`src/logic/option_clock_reset_consts.vh`:
```
`ifndef OPTION_CLOCK_RESET_CONSTS_VH
`define OPTION_CLOCK_RESET_CONSTS_VH

// Reset phase lengths in CPU cycles
`define RESET_CYCLES_LONG 13'h1000
`define RESET_CYCLES_SHORT 13'h0100

// Reset-length option encoding
`define RESET_LENGTH_LONG 1'b0

// Clock source codes
`define SRC_RESONATOR 2'h0
`define SRC_RESERVED 2'h1
`define SRC_INTERNAL_RC 2'h2
`define SRC_EXTERNAL 2'h3

// Range codes
`define RANGE_LOWEST 3'h0
`define RANGE_LOW_MID 3'h1
`define RANGE_HIGH_MID 3'h2
`define RANGE_HIGHEST 3'h3

// Multiplier disable encoding
`define MULT_ENABLED 1'b0

// Sequencer states
`define ST_RESET 2'h0
`define ST_RUN 2'h1
`define ST_HALT 2'h2
`define ST_WAKE 2'h3

`endif

```
`src/logic/option_clock_reset_config.v`:
```
`timescale 1ns/1ns
`include "option_clock_reset_consts.vh"

// How it works
// - With the reset-length bit at 0 the reset phase lasts 4096 CPU cycles.
// - With the reset-length bit at 1 the reset phase lasts 256 CPU cycles.
// - The same cycle count is the stabilisation delay on leaving deep stop.
// - The source option selects resonator, internal RC or external; code 01 is reserved.
// - With the resonator, the range option sets the oscillator current source.
// - With other sources, the range option gives the nominal operating range.
// - The multiplier-disable bit at 0 doubles the input clock, at 1 bypasses it.
module option_clock_reset_config (
    input wire clk_in,
    input wire rst_n_in,
    input wire reset_length_select_in,
    input wire [1:0] clock_source_select_in,
    input wire [2:0] osc_frequency_range_in,
    input wire multiplier_disable_in,
    input wire low_voltage_detector_in,
    input wire readout_protect_in,
    input wire halt_request_in,
    input wire wakeup_in,
    output reg cpu_running_out,
    output reg halted_out,
    output reg [1:0] clock_source_out,
    output reg [2:0] osc_current_range_out,
    output reg [2:0] operating_range_out,
    output reg resonator_enable_out,
    output reg rc_enable_out,
    output reg external_enable_out,
    output reg multiplier_enable_out,
    output reg master_clock_divide_out,
    output reg config_error_out
);

    reg [1:0] state;
    reg [1:0] next_state;
    reg [12:0] count;
    reg [12:0] next_count;
    reg latched;
    reg long_reset;
    reg [12:0] phase_len;

    // Decoded option values ahead of capture
    reg next_long_reset;
    reg [1:0] next_clock_source;
    reg [2:0] next_osc_current_range;
    reg [2:0] next_operating_range;
    reg next_resonator_enable;
    reg next_rc_enable;
    reg next_external_enable;
    reg next_multiplier_enable;
    reg next_master_clock_divide;
    reg next_config_error;

    wire resonator_picked;
    wire [2:0] range_to_osc;
    wire [2:0] range_to_op;
    genvar i;

    // Match of a source code against one value
    function source_is;
        input [1:0] src;
        input [1:0] code;
        begin
            source_is = (src == code);
        end
    endfunction

    // Illegal option combination decode
    function bad_config;
        input [1:0] src;
        input [2:0] rng;
        input mult_off;
        input low_voltage_detector;
        input rop;
        begin
            bad_config = source_is(src, `SRC_RESERVED)
                || ((mult_off == `MULT_ENABLED) && (src != `SRC_RESONATOR))
                || ((mult_off == `MULT_ENABLED) && (rng != `RANGE_LOW_MID))
                || ((src == `SRC_INTERNAL_RC) && !low_voltage_detector)
                || (rop && low_voltage_detector)
                || (rng > `RANGE_HIGHEST);
        end
    endfunction

    assign resonator_picked = source_is(clock_source_select_in, `SRC_RESONATOR);

    // Range bits routed by source type
    generate
        for (i = 0; i < 3; i = i + 1) begin : route_range
            assign range_to_osc[i] = resonator_picked & osc_frequency_range_in[i];
            assign range_to_op[i] = !resonator_picked & osc_frequency_range_in[i];
        end
    endgenerate

    // Option decode
    always @* begin
        next_long_reset = (reset_length_select_in == `RESET_LENGTH_LONG);
        next_clock_source = clock_source_select_in;
        next_resonator_enable = resonator_picked;
        next_rc_enable = source_is(clock_source_select_in, `SRC_INTERNAL_RC);
        next_external_enable = source_is(clock_source_select_in, `SRC_EXTERNAL);
        next_osc_current_range = range_to_osc;
        next_operating_range = range_to_op;
        next_multiplier_enable = (multiplier_disable_in == `MULT_ENABLED);
        next_master_clock_divide = (multiplier_disable_in != `MULT_ENABLED);
        next_config_error = bad_config(clock_source_select_in, osc_frequency_range_in,
            multiplier_disable_in, low_voltage_detector_in, readout_protect_in);
    end

    // Phase length from the captured option
    always @* begin
        if (long_reset) begin
            phase_len = `RESET_CYCLES_LONG;
        end else begin
            phase_len = `RESET_CYCLES_SHORT;
        end
    end

    always @* begin
        next_state = state;
        next_count = count;
        case (state)
            `ST_RESET: begin
                if (count >= phase_len - 13'h0001) begin
                    next_state = `ST_RUN;
                    next_count = 13'h0000;
                end else begin
                    next_count = count + 13'h0001;
                end
            end
            `ST_RUN: begin
                if (halt_request_in) begin
                    next_state = `ST_HALT;
                end
            end
            `ST_HALT: begin
                if (wakeup_in) begin
                    next_state = `ST_WAKE;
                    next_count = 13'h0000;
                end
            end
            `ST_WAKE: begin
                if (count >= phase_len - 13'h0001) begin
                    next_state = `ST_RUN;
                    next_count = 13'h0000;
                end else begin
                    next_count = count + 13'h0001;
                end
            end
            default: begin
                next_state = `ST_RESET;
                next_count = 13'h0000;
            end
        endcase
    end

    // Options captured on the first clock after reset release
    always @(posedge clk_in or negedge rst_n_in) begin
        if (!rst_n_in) begin
            latched <= 1'b0;
            long_reset <= 1'b1;
            clock_source_out <= 2'h0;
            osc_current_range_out <= 3'h0;
            operating_range_out <= 3'h0;
            resonator_enable_out <= 1'b0;
            rc_enable_out <= 1'b0;
            external_enable_out <= 1'b0;
            multiplier_enable_out <= 1'b0;
            master_clock_divide_out <= 1'b1;
            config_error_out <= 1'b0;
        end else if (!latched) begin
            latched <= 1'b1;
            long_reset <= next_long_reset;
            clock_source_out <= next_clock_source;
            resonator_enable_out <= next_resonator_enable;
            rc_enable_out <= next_rc_enable;
            external_enable_out <= next_external_enable;
            osc_current_range_out <= next_osc_current_range;
            operating_range_out <= next_operating_range;
            multiplier_enable_out <= next_multiplier_enable;
            master_clock_divide_out <= next_master_clock_divide;
            config_error_out <= next_config_error;
        end
    end

    // Reset phase and halt-exit sequencing
    always @(posedge clk_in or negedge rst_n_in) begin
        if (!rst_n_in) begin
            state <= `ST_RESET;
            count <= 13'h0000;
            cpu_running_out <= 1'b0;
            halted_out <= 1'b0;
        end else if (!latched) begin
            state <= `ST_RESET;
            count <= 13'h0000;
            cpu_running_out <= 1'b0;
            halted_out <= 1'b0;
        end else begin
            state <= next_state;
            count <= next_count;
            cpu_running_out <= (next_state == `ST_RUN);
            halted_out <= (next_state == `ST_HALT);
        end
    end

endmodule

```
`config.mk`:
```
export PLATFORM = sky130hd
export DESIGN_NAME = option_clock_reset_config
export DESIGN_NICKNAME = d
export VERILOG_FILES = /design/src/logic/option_clock_reset_config.v
export VERILOG_INCLUDE_DIRS = /design/src /design/src/logic
export SDC_FILE = /design/constraint.sdc
export NUM_CORES = 1
export LEC_CHECK = 0
export ABC_AREA = 0
export BUFFER_PORTS_ARGS = -buffer_cell sky130_fd_sc_hd__buf_2
export CELL_PAD_IN_SITES_DETAIL_PLACEMENT = 1
export CELL_PAD_IN_SITES_GLOBAL_PLACEMENT = 1
export CORE_MARGIN = 3
export CORE_UTILIZATION = 25
export DETAILED_ROUTE_END_ITERATION = 10
export PLACE_DENSITY_LB_ADDON = 0.1
export SYNTH_ARGS = -nofsm -noshare
export SYNTH_HDL_FRONTEND = slang
export SYNTH_SLANG_ARGS = --single-unit
```
`constraint.sdc`:
```
create_clock -name clk_in -period 1.9 [get_ports clk_in]
set_clock_uncertainty 0.15 [all_clocks]
set_input_delay 0.285 -clock clk_in [delete_from_list [all_inputs] [get_ports clk_in]]
set_output_delay 0.285 -clock clk_in [all_outputs]
set_load 0.01 [all_outputs]
```
==> impl_metrics.env, run 1 <==
export IMPL_fmax_mhz=482.6
export IMPL_vdd_drop_max_mv=0.2839
export IMPL_synth_cell_types=43
export IMPL_dieArea_mm2=0.008138
export IMPL_drive_gt1_frac=0.4167
export IMPL_power_density_mw_per_mm2=635.4
export IMPL_core_area_mm2=0.006832
export IMPL_die_h_um=90.21
export IMPL_status="complete, but fails checks"
export IMPL_start_util=0.2595
export IMPL_switching_share=0.2628
export IMPL_hp_start="multiplier_disable_in"
export IMPL_synth_area_mm2=0.001773
export IMPL_worst_setup_path_type="reg2reg"
export IMPL_synth_async_reset_ratio=1.000
export IMPL_maxCapViolCount=0
export IMPL_worst_ep_arrival_time_ps=2150
export IMPL_dp_hpwl_mm=3.604
export IMPL_worstPathMaxFanout=5
export IMPL_grt_pass1_vias=1674
export IMPL_yosysWarnings=0
export IMPL_synth_most_common_cell="dfrtp_1"
export IMPL_cts_buffer_depth=2
export IMPL_rr_worst_depth=9
export IMPL_htree_levels=2
export IMPL_clk_pin_slew_ps=70
export IMPL_p_leak_nw=1.135
export IMPL_cts_tree="done"
export IMPL_finalMaxSlewViolations=0
export IMPL_insertion_delay_ps=290
export IMPL_grt_usage=0.1240
export IMPL_grt_use_met3=0.02845
export IMPL_post_route_period_util=1.091
export IMPL_synth_edf_count=0
export IMPL_yosys_register_bits=33
export IMPL_nNetsFinal=259
export IMPL_ys_seq_area_frac=0.4672
export IMPL_synth_flop_cell="dfrtp_1"
export IMPL_via_per_inst=4.589
export IMPL_hold_end="multiplier_enable_out"
export IMPL_r2r_setup_slack_ps=-170
export IMPL_violations="negative setup slack"
export IMPL_numPortBuffers=28
export IMPL_hold_viol_final=0
export IMPL_drt_pass1_iter_count=4
export IMPL_drc=0
export IMPL_met2_usage=0.2134
export IMPL_reg2reg_from="long_reset"
export IMPL_finalSetupViolCount=17
export IMPL_yosys_area_top_type="dfrtp_1"
export IMPL_postSynthCellCount=176
export IMPL_rows=30
export IMPL_ys_top_cells_by_count="dfrtp_1, nand2_1, o21ai_0, nor2_1, nand3_1"
export IMPL_seq_power_share=0.484
export IMPL_cp_start_kind="flip-flop"
export IMPL_p_int_mw=1.156
export IMPL_die_width_um=90.21
export IMPL_combinationalPowerShare=0.130
export IMPL_setup_tns_ps=-2278
export IMPL_fin_util=0.3612
export IMPL_holdPathStages=2
export IMPL_rsz0062_at_grt="yes"
export IMPL_drt_total_wl_mm=4.811
export IMPL_ant_nets=0
export IMPL_synth_top_area_frac=0.4375
export IMPL_place_ws_ps=-225.0
export IMPL_netSwitchingPower_mw=0.4121
export IMPL_cts_root_buffer="clkbuf_8"
export IMPL_synth_avg_cell_area_um2=10.07
export IMPL_wl_per_cell_um=14.32
export IMPL_grt_overflow_total=0
export IMPL_diodes=0
export IMPL_fin_hold_ws_ps=70.38
export IMPL_period_minus_slack_ps=2072
export IMPL_drtIter0Drc=64
export IMPL_end_kind="flip-flop"
export IMPL_io_pins=29
export IMPL_cp_required_ps=1980
export IMPL_synthesis_nets=196
export IMPL_finalWorstSetupSlack_ps=-172.1
export IMPL_gp_congestion=0.7457
export IMPL_yosys_top_cells_area="dfrtp_1, nand2_1, ha_1"
export IMPL_antenna_found_initial=0
export IMPL_grt_start_max_net_pins=34
export IMPL_grt_busiest_layer="met2"
export IMPL_area_growth_syn_to_layout_pct=39.17
export IMPL_use_met1=0.1474
export IMPL_cts_buffers=5
export IMPL_clkPwrFrac=0.386
export IMPL_via_count=1542
export IMPL_worst_hold_path_type="in2reg"
export IMPL_r2r_end="count[6]"
export IMPL_cts_sinks=33
export IMPL_grt_pass1_wl_mm=7.990
## cell type report
type | count | area [um2]
Fill cell | 806 | 4364
Timing Repair Buffer | 61 | 400.4
Multi-Input combinational cell | 134 | 999.7
Clock buffer | 7 | 96.34
Tap cell | 96 | 120.1
Sequential cell | 33 | 828.3
Clock inverter | 1 | 5.005
Inverter | 4 | 17.52
## stage by stage
stage	cells	power, mW	area [um2]
after floorplan	176	0.8579	1805
after global placement	320	0.9559	2218
after detailed placement	320	0.9643	2218
after CTS	333	1.593	2387
after global routing	336	1.661	2467
final	336	1.568	2467
## power by group through the flow
stage	clock [mW]	combinational, mW	sequential, mW
2_1_floorplan	0	0.0740	0.784
3_3_place_gp	0	0.187	0.769
3_5_place_dp	0	0.192	0.772
4_1_cts	0.631	0.203	0.759
5_1_grt	0.670	0.228	0.763
6_report	0.605	0.205	0.759
## registers in the layout (all words and copies together), names as in the netlist
name and count:
clock_source_out 2, config_error_out 1, count 13, cpu_running_out 1, external_enable_out 1, halted_out 1
latched 1, long_reset 1, master_clock_divide_out 1, multiplier_enable_out 1, operating_range_out 3, osc_current_range_out 3
rc_enable_out 1, resonator_enable_out 1, state 2
## metal layers
layer,part of all wire,up-vias,routed length [um]
met4,0.018,0,88
met3,0.028,5,134
met2,0.50,26,2411
li1,-,743,-
met1,0.45,768,2178
met5,0,-,0
## critical path, stage by stage, from the launching register on
cell and delay [ps]:
dfstp_2 540, inv_4 60, ha_4 240, a211oi_4 250, nand3_4 140, nor3_4 230, buf_6 150, buf_4 110
nand3_2 60, nand3_1 70
## kinds of logic (layout without fill, tap and decap cells)
kind of cell	Yosys count	after routing	share of synthesized area
buffers and inverters	9	73	0.02822
DFF	33	33	0.4672
muxes	5	5	0.03105
AOI/OAI and AO/OA	31	31	0.1023
and+or+nand+nor	82	82	0.2802
xor gates and xnor gates	8	8	0.03952
adders and majority gates	7	7	0.04940
other	1	1	0.002115
## placed cells by master, fill, tap and decap left out, drive strengths merged
cell type and instances:
nor4b 3, a2111oi 1, o31ai 1, a211oi 1, o21bai 2, buf 59
a221oi 1, mux2i 1, and3 5, nand4b 1, dlygate4sd3 2, nor3b 2
nand2 25, nor4 4, dfstp 2, nand3 13, ha 7, clkbuf 7
xnor2 6, or2 1, inv 4, and4bb 1, o21ai 19, a21oi 5
xor2 2, clkinv 1, nor2 17, nand4 3, conb 1, nor2b 1
nor3 2, mux2 4, dfrtp 31, nand2b 4, a22o 1
## how the worst max path moves through the flow
stage / end / startpoint
final: count[6] / long_reset
after global routing: count[8] / long_reset
after CTS: count[11] / long_reset
after detailed placement: count[0] / long_reset
after global placement: count[5] / state[0]
after floorplan: count[10] / long_reset
## what timing repair did
action,in CTS,in global routing
buffers inserted,4,3
resized for setup,6,13
pin swaps,13,5
endpoints found under the hold margin,32,0
hold buffers,2,0
endpoints found under the setup margin,17,17
Note: power is estimated with default switching activity, not from simulation.
==> inputs of run 2 (changes only) <==
==> constraint.sdc (replaced) <==
create_clock -name clk_in -period 1.97 [get_ports clk_in]
set_clock_uncertainty 0.15 [all_clocks]
set_input_delay 0.2955 -clock clk_in [delete_from_list [all_inputs] [get_ports clk_in]]
set_output_delay 0.2955 -clock clk_in [all_outputs]
set_load 0.01 [all_outputs]
==> run 2 against run 1 <==
  * Flip-flop and latch count is the same
  * The flow still finishes with violations (negative setup slack)
  * Clock-buffer cell count decreased by 1
  * Setup slack better by 82 ps
  * Final cell count down 2.4%
  * Highest routed layer unchanged
==> impl_metrics.env, run 2 (synthesis gave the netlist of run 1 again) <==
export IMPL_power_density_mw_per_mm2=659.3
export IMPL_wl_per_cell_um=14.52
export IMPL_die_width_um=90.21
export IMPL_largest_reg_flops=13
export IMPL_cts_sinks=33
export IMPL_rows=30
export IMPL_grt_usage=0.1252
export IMPL_drive_gt1_frac=0.3966
export IMPL_p_leak_nw=1.102
export IMPL_grt_overflow_total=0
export IMPL_hold_viol_final=0
export IMPL_grt_start_max_net_pins=34
export IMPL_numPortBuffers=28
export IMPL_dp_cells=313
export IMPL_grt_pass1_wl_mm=8.073
export IMPL_reg_top3="count (13), operating_range_out (3), osc_current_range_out (3)"
export IMPL_multi_input_area_um2=998.5
export IMPL_dp_hpwl_mm=3.548
export IMPL_gp_congestion=0.7810
export IMPL_dieArea_mm2=0.008138
export IMPL_post_route_period_util=1.046
export IMPL_total_power_mw=1.610
export IMPL_antenna_found_initial=0
export IMPL_worst_ep_arrival_time_ps=2090
export IMPL_finalMaxSlewViolations=0
export IMPL_worst_setup_path_type="reg2reg"
export IMPL_fillers=817
export IMPL_mostFrequentLayoutCell="dfrtp_1"
export IMPL_worstPathMaxFanout=5
export IMPL_drt_total_wl_mm=4.762
export IMPL_cp_required_ps=2000
export IMPL_htree_levels=2
export IMPL_io_pins=29
export IMPL_drt_pass1_iter_count=3
export IMPL_cts_tree="done"
export IMPL_worst_hold_path_type="in2reg"
export IMPL_final_cells=328
export IMPL_maxCapViolCount=0
export IMPL_rsz0062_at_grt="yes"
export IMPL_status="complete, but fails checks"
export IMPL_grt_pass1_vias=1679
export IMPL_cp_start_kind="flip-flop"
export IMPL_drtIter0Drc=37
export IMPL_ff_latch_area_um2=828.3
export IMPL_place_area_mm2=0.002151
export IMPL_final_cell_mix="dfrtp_1, buf_2, nand2_1"
export IMPL_drc=0
export IMPL_finalSetupViolCount=15
export IMPL_cts_buffers=5
export IMPL_diodes=0
export IMPL_fmax_mhz=485.4
export IMPL_ant_nets=0
export IMPL_violations="negative setup slack"
export IMPL_area_growth_syn_to_layout_pct=37.76
export IMPL_die_h_um=90.21
export IMPL_via_per_inst=4.549
export IMPL_vdd_drop_max_mv=0.3625
export IMPL_final_cell_area_mm2=0.002442
export IMPL_clk_pin_slew_ps=80
export IMPL_cts_root_buffer="clkbuf_8"
export IMPL_nNetsFinal=251
export IMPL_core_area_mm2=0.006832
export IMPL_insertion_delay_ps=290
export IMPL_regMostFlops="count"
export IMPL_cts_buffer_depth=2
export IMPL_end_kind="flip-flop"
export IMPL_start_util=0.2595
export IMPL_via_count=1492
export IMPL_period_minus_slack_ps=2060
export IMPL_finalWorstSetupSlack_ps=-90.21
export IMPL_setup_tns_ps=-825.7
run 2: cell types whose count changed in the layout (fill, tap and decap cells not counted), moves of 2 or more:
cell,change
buf_4,-8
nand3_1,+3
nand3_2,-3
buf_12,+2
buf_6,-2
o21ai_1,-2
run 2: what timing repair did:
action / CTS / global route
pin swaps: 13 / 3
gates cloned: 0 / 0
resized for setup: 17 / 2
hold endpoints to repair: 32 / 0
buffers inserted: 4 / 1
endpoints found under the setup margin: 17 / 17
hold buffers: 2 / 0
run 2: path summary, 6_finish.rpt:
| path | from | endpoint | slack, ps | depth (start not counted) |
|---|---|---|---|---|
| max | long_reset | state[0] | -90 | 8 |
| max reg2reg | long_reset | state[0] | -90 | 8 |
| max in group asynchronous | rst_n_in | master_clock_divide_out | 1080 | 3 |
| min in group asynchronous | rst_n_in | count[7] | 350 | 3 |
| min reg2reg | operating_range_out[0] | operating_range_out[0] | 340 | 2 |
| min | multiplier_disable_in | multiplier_enable_out | 80 | 2 |
run 2: through the flow:
step                setup WS, ps  hold WS [ps]    util
CTS                       -92.93         85.49  0.3542
global route              -200.8         79.47  0.3575
finish                    -90.21         81.91  0.3575
floorplan                  11.22        -150.1       -
global placement          -138.1         119.9  0.3148
detailed placement        -232.5         121.6  0.3148
run 2: final cells by class:
class | count | area share
multi-input combinational | 134 | 0.4088
sequential | 33 | 0.3391
timing repair buffer | 53 | 0.1465
tap | 96 | 0.04918
clock buffer | 6 | 0.03381
clock inverter | 2 | 0.01537
inverter | 4 | 0.007172
run 2: worst max-delay path: stages (launching register included):
cell	delay [ps]
dfstp_2	550
inv_4	70
ha_4	240
a211oi_2	200
nand3_2	170
buf_4	190
nor2_4	140
o21ai_2	90
and3_1	170
run 2: per-layer routing:
layer  GRT usage  up-vias  wire [um]
met5           0        -          0
met4     0.05230        0         65
met3     0.03264        5        173
met2      0.2215       26       2477
met1      0.1421      729       2045
li1            -      732          -
run 2: power breakdown:
part	total, mW	switching, mW	internal [mW]
Combinational	0.198	0.109	0.0887
Clock	0.681	0.270	0.411
Sequential	0.732	0.0195	0.712
